==> config.mk <==
export PLATFORM = sky130hd
export DESIGN_NAME = sbcs_core
export DESIGN_NICKNAME = d
export VERILOG_FILES = /design/src/include/sbcs_pkg.sv /design/src/hw/sbcs_core.sv /design/src/hw/sbcs_sync.sv
export SDC_FILE = /design/constraint.sdc
export NUM_CORES = 1
export LEC_CHECK = 0
export BUFFER_PORTS_ARGS = -buffer_cell sky130_fd_sc_hd__buf_2
export CAP_MARGIN = 10
export CORE_UTILIZATION = 25
export CTS_CLUSTER_SIZE = 8
export DETAILED_ROUTE_END_ITERATION = 7
export PLACE_DENSITY_LB_ADDON = 0.3
export SLEW_MARGIN = 20
export SYNTH_ARGS = -nofsm -noshare
export SYNTH_HDL_FRONTEND = slang
export SYNTH_SLANG_ARGS = --single-unit
==> constraint.sdc <==
create_clock -name clk -period 2.15 [get_ports clk]
set_input_delay 0.215 -clock clk [delete_from_list [all_inputs] [get_ports clk]]
set_output_delay 0.215 -clock clk [all_outputs]
set_load 0.03 [all_outputs]
==> src/include/sbcs_pkg.sv <==
// constants and types for the serial port buffer, control and status block
// Overview of operation
// - target role with select use set frames on select pin; else pin is ignored
// - clock idle polarity bit picks idle level: set idles high, clear low
// - audio mode forces behaviour as if clock idle polarity were set
// - role bit set makes the unit controller, clear makes it target
// - serial-input release set ignores serial input pin unless framed; clear uses it
// - tx irq: 11 not full, 10 half empty, 01 empty, 00 shift done
// - rx irq: 11 full, 10 half full, 01 not empty, 00 last word read
// - tx empty flag sets on move to shifter, clears on buffer write
// - standard mode tx full sets on buffer write, clears on move out
// - enhanced mode tx full is high exactly when write pointer+1 equals read
// - standard mode rx full sets on shifter move in, clears on read
// - enhanced mode rx full high exactly when shift write ptr+1 equals read
package sbcs_pkg;
  localparam logic [4:0] SBCS_ADDR_CTRL = 5'h00;
  localparam logic [4:0] SBCS_ADDR_STAT = 5'h04;
  localparam logic [4:0] SBCS_ADDR_BUF = 5'h08;
  localparam logic [4:0] SBCS_ADDR_IRQS = 5'h0c;
  localparam logic [4:0] SBCS_ADDR_IRQM = 5'h10;
  localparam int SBCS_CTRL_SRX = 0;
  localparam int SBCS_CTRL_STX = 2;
  localparam int SBCS_CTRL_DISSI = 4;
  localparam int SBCS_CTRL_MST = 5;
  localparam int SBCS_CTRL_CKP = 6;
  localparam int SBCS_CTRL_SELECT_PIN_USE = 7;
  localparam int SBCS_CTRL_ON = 15;
  localparam int SBCS_CTRL_ENH = 16;
  localparam int SBCS_CTRL_AUD = 17;
  localparam int SBCS_CTRL_FRM = 18;
  localparam logic [31:0] SBCS_CTRL_WMASK = 32'h0007_80ff;
  localparam logic [31:0] SBCS_CTRL_LOCK = 32'h0007_00f0;
  localparam logic [31:0] SBCS_CTRL_RST = 32'h0000_0000;
  localparam int SBCS_STAT_RBF = 0;
  localparam int SBCS_STAT_TBF = 1;
  localparam int SBCS_STAT_TBE = 3;
  localparam int SBCS_STAT_BUSY = 11;
  localparam int SBCS_IRQ_TX = 0;
  localparam int SBCS_IRQ_RX = 1;
  localparam int SBCS_IRQ_OVF = 2;
  localparam int SBCS_IRQ_W = 3;
  localparam logic [2:0] SBCS_IRQM_RST = 3'h0;
  localparam int SBCS_WORD_W = 8;
  localparam int SBCS_DEPTH = 4;
  localparam int SBCS_HALF_DIV = 4;
  typedef enum logic [0:0] {
    SBCS_IDLE = 1'b0,
    SBCS_SHIFT = 1'b1
  } sbcs_state_e;
endpackage

==> src/hw/sbcs_core.sv <==
// serial port unit: control/status, holding buffers, shifter, bus slave
//
// The register addresses and the Avalon-MM register port are this design's own decisions.
`timescale 1ns/1ps
module sbcs_core
  import sbcs_pkg::*;
#(
  parameter int WORD_W = SBCS_WORD_W,
  parameter int DEPTH = SBCS_DEPTH,
  parameter int HALF_DIV = SBCS_HALF_DIV
) (
  input wire logic clk,
  input wire logic rst_n,
  input wire logic ce,
  input wire logic [4:0] address,
  input wire logic read,
  input wire logic write,
  input wire logic [31:0] writedata,
  output logic [31:0] readdata,
  output logic waitrequest,
  input wire logic sckIn,
  output logic sckOut,
  output logic sckOe,
  input wire logic serialInPin,
  output logic sdoOut,
  output logic sdoOe,
  input wire logic targetSelectPinN,
  output logic irq,
  output logic selectPinUse,
  output logic serialInUsed
);
  localparam int PW = $clog2(DEPTH);
  localparam logic [PW-1:0] ONE = PW'(1);
  localparam logic [PW-1:0] HALF = PW'(DEPTH / 2);
  localparam logic [PW-1:0] TOP = PW'(DEPTH - 1);
  localparam logic [15:0] DIV_END = 16'(HALF_DIV - 1);
  localparam logic [3:0] LAST_BIT = 4'(WORD_W - 1);

  logic [31:0] ctrl_reg;
  logic [WORD_W-1:0] txMem [DEPTH];
  logic [WORD_W-1:0] rxMem [DEPTH];
  logic [PW-1:0] txW_reg, txR_reg, rxW_reg, rxR_reg;
  logic tbe_reg, rbf_reg, popArm_reg, txLoaded_reg, txCondPrev, rxCondPrev;
  logic [SBCS_IRQ_W-1:0] irqStat_reg, irqMask_reg, irqSet, irqClr;
  sbcs_state_e state_reg;
  logic [WORD_W-1:0] sr_reg;
  logic [3:0] bitCnt_reg;
  logic [15:0] halfCnt_reg;
  logic inBit_reg;
  logic [2:0] pinRaw, pinLvl, pinRose, pinFell;

  logic on, enh, mst, select_pin_use, dissi, cpolEff;
  logic wrEn, rdEn, swPush, swPop, ctrlWr;
  logic [PW-1:0] txCount, rxCount;
  logic txEmpty, txFull, rxEmpty, rxFull;
  logic selected, start, shPop, shPush, rxDrop, tick, lead, trail, rxBit;
  logic txCond, rxCond, txEvt, rxEvt;
  logic [31:0] rdMux;

  assign pinRaw = {targetSelectPinN, serialInPin, sckIn};
  for (genvar i = 0; i < 3; i++) begin : g_sync
    // select pin idles high
    sbcs_sync #(.RST_LVL(i == 2)) u_sync (
      .clk(clk),
      .rst_n(rst_n),
      .ce(ce),
      .din(pinRaw[i]),
      .level(pinLvl[i]),
      .rose(pinRose[i]),
      .fell(pinFell[i])
    );
  end

  assign on = ctrl_reg[SBCS_CTRL_ON];
  assign enh = ctrl_reg[SBCS_CTRL_ENH];
  assign mst = ctrl_reg[SBCS_CTRL_MST];
  assign select_pin_use = ctrl_reg[SBCS_CTRL_SELECT_PIN_USE];
  // release bit has no meaning in framed operation
  assign dissi = ctrl_reg[SBCS_CTRL_DISSI] && !ctrl_reg[SBCS_CTRL_FRM];
  assign cpolEff = ctrl_reg[SBCS_CTRL_CKP] | ctrl_reg[SBCS_CTRL_AUD];

  // a request is taken on the edge where waitrequest is already low
  assign wrEn = write && !waitrequest;
  assign rdEn = read && !waitrequest;
  assign ctrlWr = wrEn && address == SBCS_ADDR_CTRL;

  assign txCount = txW_reg - txR_reg;
  assign rxCount = rxW_reg - rxR_reg;
  assign txEmpty = txW_reg == txR_reg;
  assign txFull = enh ? (txW_reg + ONE == txR_reg) : !txEmpty;
  assign rxEmpty = enh ? (rxW_reg == rxR_reg) : !rbf_reg;
  assign rxFull = enh ? (rxW_reg + ONE == rxR_reg) : rbf_reg;

  assign swPush = on && wrEn && address == SBCS_ADDR_BUF && !txFull;
  // pop armed at the latch edge so the word returned is the word removed
  assign swPop = on && rdEn && address == SBCS_ADDR_BUF && popArm_reg;

  assign selected = !select_pin_use || !pinLvl[2];
  assign start = on && state_reg == SBCS_IDLE && (mst ? !txEmpty : selected);
  // target pops at its first leading edge: a deselect before any clock
  // leaves the word queued
  assign shPop = mst ? (start && !txEmpty) :
    (lead && bitCnt_reg == 4'h0 && txLoaded_reg);
  assign tick = halfCnt_reg == DIV_END;
  assign lead = state_reg == SBCS_SHIFT && (mst ?
    (tick && sckOut == cpolEff) : (cpolEff ? pinFell[0] : pinRose[0]));
  assign trail = state_reg == SBCS_SHIFT && (mst ?
    (tick && sckOut != cpolEff) : (cpolEff ? pinRose[0] : pinFell[0]));
  assign shPush = trail && bitCnt_reg == LAST_BIT;
  assign rxDrop = shPush && rxFull;
  // pin filter lag exceeds half a bit, so the controller takes the bit at
  // its own trailing edge; needs HALF_DIV of 3 or more
  assign rxBit = mst ? (!dissi && pinLvl[1]) : inBit_reg;

  always_comb begin
    case (ctrl_reg[SBCS_CTRL_STX +: 2])
      2'b11: txCond = !txFull;
      2'b10: txCond = enh ? (txCount < HALF) : txEmpty;
      2'b01: txCond = txEmpty;
      default: txCond = txEmpty && state_reg == SBCS_IDLE;
    endcase
    case (ctrl_reg[SBCS_CTRL_SRX +: 2])
      2'b11: rxCond = rxFull;
      2'b10: rxCond = enh ? (rxCount >= HALF) : rxFull;
      2'b01: rxCond = !rxEmpty;
      default: rxCond = 1'b0;
    endcase
  end

  assign txEvt = on && txCond && !txCondPrev;
  assign rxEvt = on && (ctrl_reg[SBCS_CTRL_SRX +: 2] == 2'b00 ?
    (swPop && (!enh || rxCount == ONE)) : (rxCond && !rxCondPrev));

  always_comb begin
    rdMux = 32'h0;
    case (address)
      SBCS_ADDR_CTRL: rdMux = ctrl_reg;
      SBCS_ADDR_STAT: begin
        rdMux[SBCS_STAT_BUSY] = state_reg == SBCS_SHIFT;
        rdMux[SBCS_STAT_TBE] = tbe_reg;
        rdMux[SBCS_STAT_TBF] = txFull;
        rdMux[SBCS_STAT_RBF] = rxFull;
      end
      SBCS_ADDR_BUF: rdMux[WORD_W-1:0] = rxEmpty ? '0 : rxMem[rxR_reg];
      SBCS_ADDR_IRQS: rdMux[SBCS_IRQ_W-1:0] = irqStat_reg;
      SBCS_ADDR_IRQM: rdMux[SBCS_IRQ_W-1:0] = irqMask_reg;
      default: rdMux = 32'h0;
    endcase
  end

  // bus slave: one wait cycle, then waitrequest low for exactly one cycle
  always_ff @(posedge clk) begin
    if (!rst_n) begin
      waitrequest <= 1'b1;
      readdata <= 32'h0;
      popArm_reg <= 1'b0;
    end else if (ce) begin
      if ((read || write) && waitrequest) begin
        waitrequest <= 1'b0;
        readdata <= read ? rdMux : 32'h0;
        popArm_reg <= read && !rxEmpty;
      end else begin
        waitrequest <= 1'b1;
      end
    end
  end

  always_ff @(posedge clk) begin
    if (!rst_n) begin
      ctrl_reg <= SBCS_CTRL_RST;
    end else if (ce && ctrlWr) begin
      if (on) begin
        ctrl_reg <= (ctrl_reg & SBCS_CTRL_LOCK) |
          (writedata & SBCS_CTRL_WMASK & ~SBCS_CTRL_LOCK);
      end else begin
        ctrl_reg <= writedata & SBCS_CTRL_WMASK;
      end
    end
  end

  // turning the unit off flushes both buffers
  always_ff @(posedge clk) begin
    if (!rst_n) begin
      txW_reg <= '0;
      txR_reg <= '0;
    end else if (ce) begin
      if (!on) begin
        txW_reg <= '0;
        txR_reg <= '0;
      end else begin
        if (swPush) begin
          txMem[txW_reg] <= writedata[WORD_W-1:0];
          txW_reg <= txW_reg + ONE;
        end
        if (shPop) begin
          txR_reg <= txR_reg + ONE;
        end
      end
    end
  end

  always_ff @(posedge clk) begin
    if (!rst_n) begin
      rxW_reg <= '0;
      rxR_reg <= '0;
    end else if (ce) begin
      if (!on) begin
        rxW_reg <= '0;
        rxR_reg <= '0;
      end else begin
        if (shPush && !rxFull) begin
          rxMem[rxW_reg] <= {sr_reg[WORD_W-2:0], rxBit};
          rxW_reg <= rxW_reg + ONE;
        end
        if (swPop) begin
          rxR_reg <= rxR_reg + ONE;
        end
      end
    end
  end

  // hardware set wins over a same-cycle software clear
  always_ff @(posedge clk) begin
    if (!rst_n) begin
      tbe_reg <= 1'b1;
      rbf_reg <= 1'b0;
    end else if (ce) begin
      if (!on || shPop) begin
        tbe_reg <= 1'b1;
      end else if (swPush) begin
        tbe_reg <= 1'b0;
      end
      if (!on) begin
        rbf_reg <= 1'b0;
      end else if (shPush && !rxFull) begin
        rbf_reg <= 1'b1;
      end else if (swPop) begin
        rbf_reg <= 1'b0;
      end
    end
  end

  always_ff @(posedge clk) begin
    if (!rst_n) begin
      state_reg <= SBCS_IDLE;
      sr_reg <= '0;
      bitCnt_reg <= 4'h0;
      halfCnt_reg <= 16'h0;
      inBit_reg <= 1'b0;
      txLoaded_reg <= 1'b0;
      sckOut <= 1'b0;
      sdoOut <= 1'b0;
    end else if (ce) begin
      case (state_reg)
        SBCS_IDLE: begin
          sckOut <= cpolEff;
          halfCnt_reg <= 16'h0;
          bitCnt_reg <= 4'h0;
          txLoaded_reg <= start && !txEmpty;
          if (start) begin
            state_reg <= SBCS_SHIFT;
            sr_reg <= !txEmpty ? txMem[txR_reg] : '0;
            sdoOut <= !txEmpty ? txMem[txR_reg][WORD_W-1] : 1'b0;
          end
        end
        SBCS_SHIFT: begin
          halfCnt_reg <= tick ? 16'h0 : halfCnt_reg + 16'h1;
          if (shPop) begin
            txLoaded_reg <= 1'b0;
          end
          if (mst && tick) begin
            sckOut <= !sckOut;
          end
          if (lead) begin
            inBit_reg <= dissi ? 1'b0 : pinLvl[1];
          end
          if (trail) begin
            sr_reg <= {sr_reg[WORD_W-2:0], rxBit};
            sdoOut <= sr_reg[WORD_W-2];
            bitCnt_reg <= bitCnt_reg + 4'h1;
          end
          if (!on || shPush || (!mst && !selected)) begin
            state_reg <= SBCS_IDLE;
          end
        end
        default: state_reg <= SBCS_IDLE;
      endcase
    end
  end

  assign irqSet = {rxDrop, rxEvt, txEvt};
  assign irqClr = (rdEn && address == SBCS_ADDR_IRQS) ?
    readdata[SBCS_IRQ_W-1:0] : '0;

  always_ff @(posedge clk) begin
    if (!rst_n) begin
      irqStat_reg <= '0;
      irqMask_reg <= SBCS_IRQM_RST;
      txCondPrev <= 1'b0;
      rxCondPrev <= 1'b0;
      irq <= 1'b0;
      sckOe <= 1'b0;
      sdoOe <= 1'b0;
      selectPinUse <= 1'b0;
      serialInUsed <= 1'b0;
    end else if (ce) begin
      // only bits the reader actually saw are cleared
      irqStat_reg <= (irqStat_reg & ~irqClr) | irqSet;
      if (wrEn && address == SBCS_ADDR_IRQM) begin
        irqMask_reg <= writedata[SBCS_IRQ_W-1:0];
      end
      txCondPrev <= on && txCond;
      rxCondPrev <= on && rxCond;
      irq <= |(irqStat_reg & irqMask_reg);
      sckOe <= on && mst;
      sdoOe <= on && (mst || selected);
      selectPinUse <= on && !mst && select_pin_use;
      serialInUsed <= on && !dissi;
    end
  end

  property p_tbe_on_move;
    @(posedge clk) disable iff (!rst_n || !ce)
      (ce && shPop) |=> tbe_reg;
  endproperty
  a_tbe_on_move: assert property (p_tbe_on_move)
    else $error("tx empty flag not set after move to shifter");

  property p_tbf_enh;
    @(posedge clk) disable iff (!rst_n || !ce)
      (on && enh) |-> (txFull == (txCount == TOP));
  endproperty
  a_tbf_enh: assert property (p_tbf_enh)
    else $error("enhanced tx full disagrees with pointer distance");

  property p_tbf_std;
    @(posedge clk) disable iff (!rst_n || !ce)
      (on && !enh && swPush && !ctrlWr) |=>
        txFull until_with (shPop || !on);
  endproperty
  a_tbf_std: assert property (p_tbf_std)
    else $error("standard tx full dropped before move to shifter");

  property p_rbf_std;
    @(posedge clk) disable iff (!rst_n || !ce)
      (on && !enh && shPush && !rxFull && !ctrlWr) |=> rxFull;
  endproperty
  a_rbf_std: assert property (p_rbf_std)
    else $error("standard rx full not set after receive");

  property p_rbf_enh;
    @(posedge clk) disable iff (!rst_n || !ce)
      (on && enh) |-> (rxFull == (rxCount == TOP));
  endproperty
  a_rbf_enh: assert property (p_rbf_enh)
    else $error("enhanced rx full disagrees with pointer distance");

  property p_idle_level;
    @(posedge clk) disable iff (!rst_n || !ce)
      (state_reg == SBCS_IDLE && !start && !ctrlWr)[*2] |->
        sckOut == cpolEff;
  endproperty
  a_idle_level: assert property (p_idle_level)
    else $error("serial clock not at its idle level");

  property p_lock;
    @(posedge clk) disable iff (!rst_n || !ce)
      (ctrlWr && on) |=>
        (ctrl_reg & SBCS_CTRL_LOCK) == ($past(ctrl_reg) & SBCS_CTRL_LOCK);
  endproperty
  a_lock: assert property (p_lock)
    else $error("locked control bit changed while unit on");

  property p_ptr_step;
    @(posedge clk) disable iff (!rst_n || !ce)
      (on && swPush && !ctrlWr) |=> txW_reg == $past(txW_reg) + ONE;
  endproperty
  a_ptr_step: assert property (p_ptr_step)
    else $error("tx write pointer did not advance by one");

  property p_release;
    @(posedge clk) disable iff (!rst_n || !ce)
      (lead && dissi) |=> !inBit_reg;
  endproperty
  a_release: assert property (p_release)
    else $error("serial input sampled while released");

  property p_target_abort;
    @(posedge clk) disable iff (!rst_n || !ce)
      (state_reg == SBCS_SHIFT && !mst && select_pin_use && pinLvl[2]) |=>
        state_reg == SBCS_IDLE;
  endproperty
  a_target_abort: assert property (p_target_abort)
    else $error("target kept shifting after deselect");

  property p_role;
    @(posedge clk) disable iff (!rst_n || !ce)
      (on && !mst && !ctrlWr)[*2] |-> !sckOe;
  endproperty
  a_role: assert property (p_role)
    else $error("clock driven while in target role");

  property p_tx_irq;
    @(posedge clk) disable iff (!rst_n || !ce)
      txEvt |=> irqStat_reg[SBCS_IRQ_TX] ##1 (irq || !irqMask_reg[0]);
  endproperty
  a_tx_irq: assert property (p_tx_irq)
    else $error("tx condition did not raise the interrupt");
endmodule

==> src/hw/sbcs_sync.sv <==
// three-stage pin synchroniser with agreement filter and edge pulses
`timescale 1ns/1ps
module sbcs_sync #(
  parameter logic RST_LVL = 1'b0
) (
  input wire logic clk,
  input wire logic rst_n,
  input wire logic ce,
  input wire logic din,
  output logic level,
  output logic rose,
  output logic fell
);
  logic [2:0] stage;
  logic agree;

  assign agree = stage[1] == stage[2];

  always_ff @(posedge clk) begin
    if (!rst_n) begin
      // start at the pin's idle level so no false edge follows reset
      stage <= {3{RST_LVL}};
      level <= RST_LVL;
      rose <= 1'b0;
      fell <= 1'b0;
    end else if (ce) begin
      stage <= {stage[1:0], din};
      if (agree) begin
        level <= stage[2];
      end
      rose <= agree && stage[2] && !level;
      fell <= agree && !stage[2] && level;
    end
  end

  property p_level_follows;
    @(posedge clk) disable iff (!rst_n || !ce)
      (ce && agree && stage[2] != level) |=> (level == $past(stage[2]));
  endproperty
  a_level_follows: assert property (p_level_follows)
    else $error("synchronised level missed an agreed change");
endmodule

* Word level (Yosys, flattened, before mapping)
Memory sizes are Yosys's and may differ from the RTL's. A register that Yosys moved wholly into a read port is not among the register bits.
Index checks and enable logic that the tools add are counted.
** Storage, ports and cells
- Bits in registers :: 135
- Bits in writable memories :: 64
- Bits of input ports :: 45
- Output and inout port bits :: 40
- Word-level logic and storage cells :: 252
- Memories :: 2
** Operators by class
- Add/sub/neg operators :: 8
- Magnitude comparators :: 2
- Eq/ne operators :: 31
- Multiplexer cells :: 74
- Bitwise operators :: 7
- Reduce and logical (&&, ||, !) cells :: 93
** Memory list
- rxMem :: depth 4, bits a word 8, read ports 1, clocked after Yosys merged registers in 1, write ports 1, line sbcs_core.sv:41 : logic [WORD_W-1:0] rxMem [DEPTH];
- txMem :: depth 4, bits a word 8, read ports 1, clocked after Yosys merged registers in 1, write ports 1, line sbcs_core.sv:40 : logic [WORD_W-1:0] txMem [DEPTH];
** Operator list (count)
- $logic_and 1x1->1 :: 46
- $mux 1 :: 37
- $mux 32 :: 1
- $pmux 16 s2 :: 1
- $reduce_and 2->1 :: 14
- $mux 2 :: 12
- $mux 7 :: 3
- $mux 20 :: 1
- $logic_not 1->1 :: 19
- $mux 19 :: 1
- $or 19x16->19 :: 1
- $add 16x1->16 const B :: 1
- $eq 16x2->1 const B :: 1
- $mux 16 :: 1
- $pmux 4 s2 :: 2
- $ne 2x1->1 const B :: 7
- $pmux 7 s2 :: 1
- $eq 5x4->1 const B :: 2
- $pmux 1 s2 :: 5
- $pmux 2 s5 :: 1
- $pmux 1 s3 :: 3
- $add 2x1->2 const B :: 4
- $eq 2x2->1 :: 4
- $eq 2x2->1 const B :: 4
- other kinds (28) :: 43

* Logic depth before layout (Yosys ltp)
- Depth after elaboration :: 12
- Mapped depth :: 8
- Mapped depth without buffers :: 7

* By module
From an unflattened synthesis, not the netlist that was laid out.
** Unflattened totals
- Cell total of the unflattened synthesis :: 715
- Area total of the unflattened synthesis :: 7796.2 µm²
** Modules (own cells, without submodules)
- sbcs_core :: instances 1, cells each 632, area an instance 6956.7 µm², seq. area each 3643.5 µm²
- sbcs_sync (g_sync[0].u_sync ...) :: instances 2, cells each 28, area an instance 286.5 µm², seq. area each 120.1 µm²
- sbcs_sync (g_sync[2].u_sync) :: instances 1, cells each 27, area an instance 266.5 µm², seq. area each 120.1 µm²

* Worst setup path after synthesis
Ideal clock, no wire load.
- Kind :: reg2reg
- From :: register halfCnt_reg[0]
- To :: memory rxMem[0][0] (netlist name), enable pin
- Library setup time :: 0.332 ns
- Arrival :: 1.974 ns
- Required time :: 1.818 ns
- Path slack :: -0.156 ns
- Cell stages (with the launch flop) :: 7
- Path buffers :: 0
- Clock period less this slack :: 2.306 ns
- Path through :: dfxtp_1 -> ha_1 -> nor4b_1 -> and4_1 -> a21oi_1 -> nor4_1 -> and2_1
** On the way
- Longest elaborated chain between the ends :: 11
** RTL lines
- from (decl) :: line sbcs_core.sv:48 : logic [15:0] halfCnt_reg;
- from (signal assigned) :: line sbcs_core.sv:267 : halfCnt_reg <= tick ? 16'h0 : halfCnt_reg + 16'h1;
- $eq 16x2->1 :: line sbcs_core.sv:104 : assign tick = halfCnt_reg == DIV_END;
- $logic_and 1x1->1 :: line sbcs_core.sv:108 : (tick && sckOut != cpolEff) : (cpolEff ? pinRose[0] : pinFell[0]));
- $mux 1 :: line sbcs_core.sv:107 : assign trail = state_reg == SBCS_SHIFT && (mst ?
- $logic_and 1x1->1 :: line sbcs_core.sv:107
- $logic_and 1x1->1 :: line sbcs_core.sv:109 : assign shPush = trail && bitCnt_reg == LAST_BIT;
- $logic_and 1x1->1 :: line sbcs_core.sv:211 : if (shPush && !rxFull) begin
- $mux 1 :: line sbcs_core.sv:211
- $mux 1 :: line sbcs_core.sv:207 : if (!on) begin
- $mux 1 :: line sbcs_core.sv:206 : end else if (ce) begin
- $mux 1 :: line sbcs_core.sv:203 : if (!rst_n) begin
- $mux 1 (not written as such) :: line sbcs_core.sv:212 : rxMem[rxW_reg] <= {sr_reg[WORD_W-2:0], rxBit};
- to (decl) :: line sbcs_core.sv:41
Every way passes these cells.

* Worst setup path after layout
- From :: register ctrl_reg[6]
- To :: memory rxMem[2][6] (netlist name), enable pin
** On the way
- Longest elaborated chain between the ends :: 12
- Elaborated cells between the ends (all ways) :: 13
- Classes of those cells :: eq/ne (1); mux (7); bitwise (1); reduce/logical (4)
** RTL lines
- from (decl) :: line sbcs_core.sv:39 : logic [31:0] ctrl_reg;
- from (signal assigned) :: line sbcs_core.sv:173 : ctrl_reg <= (ctrl_reg & SBCS_CTRL_LOCK) |
- from (signal assigned) :: line sbcs_core.sv:176 : ctrl_reg <= writedata & SBCS_CTRL_WMASK;
- $or 1x1->1 (*) :: line sbcs_core.sv:80 : assign cpolEff = ctrl_reg[SBCS_CTRL_CKP] | ctrl_reg[SBCS_CTRL_AUD];
- $ne 1x1->1 :: line sbcs_core.sv:108
- $logic_and 1x1->1 :: line sbcs_core.sv:108
- $mux 1 (*) :: line sbcs_core.sv:107
- $logic_and 1x1->1 (*) :: line sbcs_core.sv:107
- $logic_and 1x1->1 (*) :: line sbcs_core.sv:109
- $logic_and 1x1->1 (*) :: line sbcs_core.sv:211
- $mux 1 (*) :: line sbcs_core.sv:211
- $mux 1 (*) :: line sbcs_core.sv:207
- $mux 1 (*) :: line sbcs_core.sv:206
- $mux 1 (*) :: line sbcs_core.sv:203
- $mux 1 (not written as such) (*) :: line sbcs_core.sv:212
Every way passes the cells marked *; elsewhere a longest branch is shown, timed or not.

==> results.cfg <==
[power]
ir_worst_vdd_mv = 0.378
power.density_nw_per_um2 = 714
p_leak_nw = 3.20

[critical_path]
required_ns = 2.27
slowest_delay_ns = 0.47
worstPathBufferInverterCount = 1
cp-start-kind = flip-flop
cp_top_family = simple AND/OR/NAND/NOR gates
cp-end-kind = flip-flop
crit_fanout = 8
slowest_stage = or3b_2
crit_arrival_ns = 2.17
crit_chain = or3b_2 -> a21oi_2 -> a21oi_1 -> nor4_2 -> buf_4 -> and2_4
crit_type = flip-flop to flip-flop

[timing]
period_minus_slack_ns = 2.04
fin_crit_sh = 0.951
setup_viol = 0
slew_viol_final = 0
grt_setup_unrepaired = no
clock_skew_ns = 0.0179
finalHoldViolCount = 0
max_freq_mhz = 489

[logic_synthesis]
syn_inst = 708
synth_top_area_share = 0.267
ys_seq_area_frac = 0.524
ys_ff_latch = 164
synth_edf_count = 64
synth.avg_cell_area_um2 = 10.6
syn-cell-area_um2 = 7490
synth_warnings = 0
synth_ff_type = dfxtp_1
synth.area.top_cells = dfxtp_1 27%, edfxtp_1 26%, mux4_2 4.8%, a21oi_1 3.1%, nand2_1 2.8%
yosysTopAreaCell = dfxtp_1
synth_cell_types = 69
async_flop_share = 0

[clocking]
cts_buffer_depth = 2
ctsHtreeMaxLevel = 4
path_clk_slew_ns = 0.07
cts.sink_count = 164
cts_made_buffers = 17
root_buffer = clkbuf_16
clkLatencyLatePin_ns = 0.43
cts_tree = done

[drt]
routedWlPerCell_um = 16.6
ant_nets = 0
routed_wl_mm = 19.9
via_count = 5729
drc = 0
drtPass1Iterations = 7
vias_per_cell = 4.79
drtIter0Drc = 519

[cells_and_area]
fillers = 3010
multi_input_area_um2 = 3310
utilization = 0.315
area_growth_pct = 22.5
nets = 860
antenna_cells = 0
drive_above_1_share = 0.241
fin_cells = 1197
area.sequential_um2 = 3920

[grt]
grt_max_degree = 53
grt_pass1_wl_mm = 31.4
antenna_found_initial = 0
overflow = 0
grt_pass1_vias = 5500
grt_use_total = 0.133

[floorplanning]
io_pins = 85
initial_core_util = 0.257
coreArea_um2 = 29100
dieHeight_um = 175
dieArea_um2 = 30600
rows = 62
die_x_um = 175

[placement]
place_congestion = 0.834
place_hpwl_mm = 14.4
dp_cells = 1163
io_buffers = 45

[run]
cap_viol_max_count = 0

[status]
run_status = finished, final reports clean

[min_path]
hold_class = primary input to flip-flop
[layer usage]
layer | vias to the layer above | GRT usage | part of all wire
met4 | 0 | 0.0464 | 0.016
met5 | - | 0 | 0
li1 | 2812 | - | -
met3 | 17 | 0.0211 | 0.047
met2 | 150 | 0.193 | 0.43
met1 | 2750 | 0.199 | 0.51
[synth_stat cells (4+ instances only)]
cell type  instances
a211oi_1          19
a21o_1             7
a21oi_1           46
a222oi_1           6
a22oi_1           13
a311oi_1           6
a31oi_1            6
a32o_1             4
and2_1            10
and3_1             4
buf_1              7
buf_4             19
clkbuf_1          34
dfxtp_1          100
edfxtp_1          64
ha_1              15
inv_1             17
mux2i_1           19
mux4_2            16
nand2_1           56
nand2b_1           6
nand3_1           26
nand3b_1           4
nand4_1           13
nand4b_1           6
nor2_1            51
nor2b_1            6
nor3_1            16
nor4_1             9
o211ai_1           6
o21ai_0           33
or3_1              5
xnor2_1            4
[worst paths after layout]
path | start | end | slack (ns) | cells after the start
hold / removal | writedata[15] | ctrl_reg[15] | 0.02 | 3
hold reg to reg | txCondPrev | irqStat_reg[0] | 0.45 | 1
setup reg to reg | ctrl_reg[6] | rxMem[2][6] | 0.11 | 6
setup / recovery | ctrl_reg[6] | rxMem[2][6] | 0.11 | 6
[metrics by stage]
step,power [W],setup TNS (ns),area (um^2),hold WS [ns],setup WS (ns)
after CTS,0.00662,-0.0256,9120,0.0148,-0.00986
after global routing,0.00677,0,9170,0.0333,0.00632
after floorplan,0.00347,0,7570,0.314,0.00716
after global placement,0.00355,-1.01,8500,0.436,-0.0379
after detailed placement,0.00355,-0.956,8500,0.442,-0.0378
final,0.00654,0,9170,0.0238,0.106
[report_power, final]
group / leakage, nW / internal (W) / total [W] / switching [W]
logic: 1.58 / 0.0000665 / 0.000251 / 0.000185
clock network: 0.294 / 0.00158 / 0.00307 / 0.00149
registers: 1.33 / 0.00322 / 0.00322 / 0.00000549
total: 3.20 / 0.00487 / 0.00654 / 0.00168
[area by class of cell]
cell class                      count  share of cell area
Clock buffer                       17              0.0464
Tap cell                          384              0.0524
Sequential cell                   164               0.428
Multi-Input combinational cell    481               0.361
Clock inverter                     15              0.0190
Timing Repair Buffer              118              0.0860
Inverter                           18             0.00737
[cell families after synthesis]
logic type | synth area share
AO/OA/AOI/OAI | 0.150
adder cells (fa/ha/maj) | 0.0251
XOR/XNOR | 0.0102
other | 0.000501
flip-flops | 0.524
buffers and inverters | 0.0515
multiplexers | 0.0766
AND/OR/NAND/NOR | 0.162
[repair_timing]
| item | CTS | global route |
|---|---|---|
| setup buffers | 0 | 1 |
| endpoints found under the setup margin | 44 | 72 |
| cloned | 0 | 0 |
| hold buffers | 1 | 0 |
| pin swaps | 0 | 1 |
| gates resized for setup | 5 | 13 |
| endpoints found under the hold margin | 1 | 0 |
[worst min-delay path, cell delays in order]
cell     delay (ns)
buf_2          0.07
mux2i_1        0.05
nor2_1         0.08
[cells in the final DEF, fill, tap and decap left out, drive strengths merged, types with 7 or more instances in the layout]
cell | synthesis | layout
a21o | 7 | 7
a211oi | 19 | 19
mux2i | 19 | 19
o21ai | 34 | 34
edfxtp | 64 | 64
nand2 | 56 | 56
clkbuf | 34 | 17
mux4 | 16 | 16
nand3 | 26 | 26
a22oi | 13 | 13
ha | 15 | 15
and2 | 10 | 10
dfxtp | 100 | 100
buf | 29 | 117
inv | 18 | 28
nor2 | 51 | 51
a21oi | 46 | 46
conb | 1 | 19
nor4 | 9 | 9
nand4 | 13 | 13
nor3 | 17 | 17
Note: power is estimated with default switching activity, not from simulation.
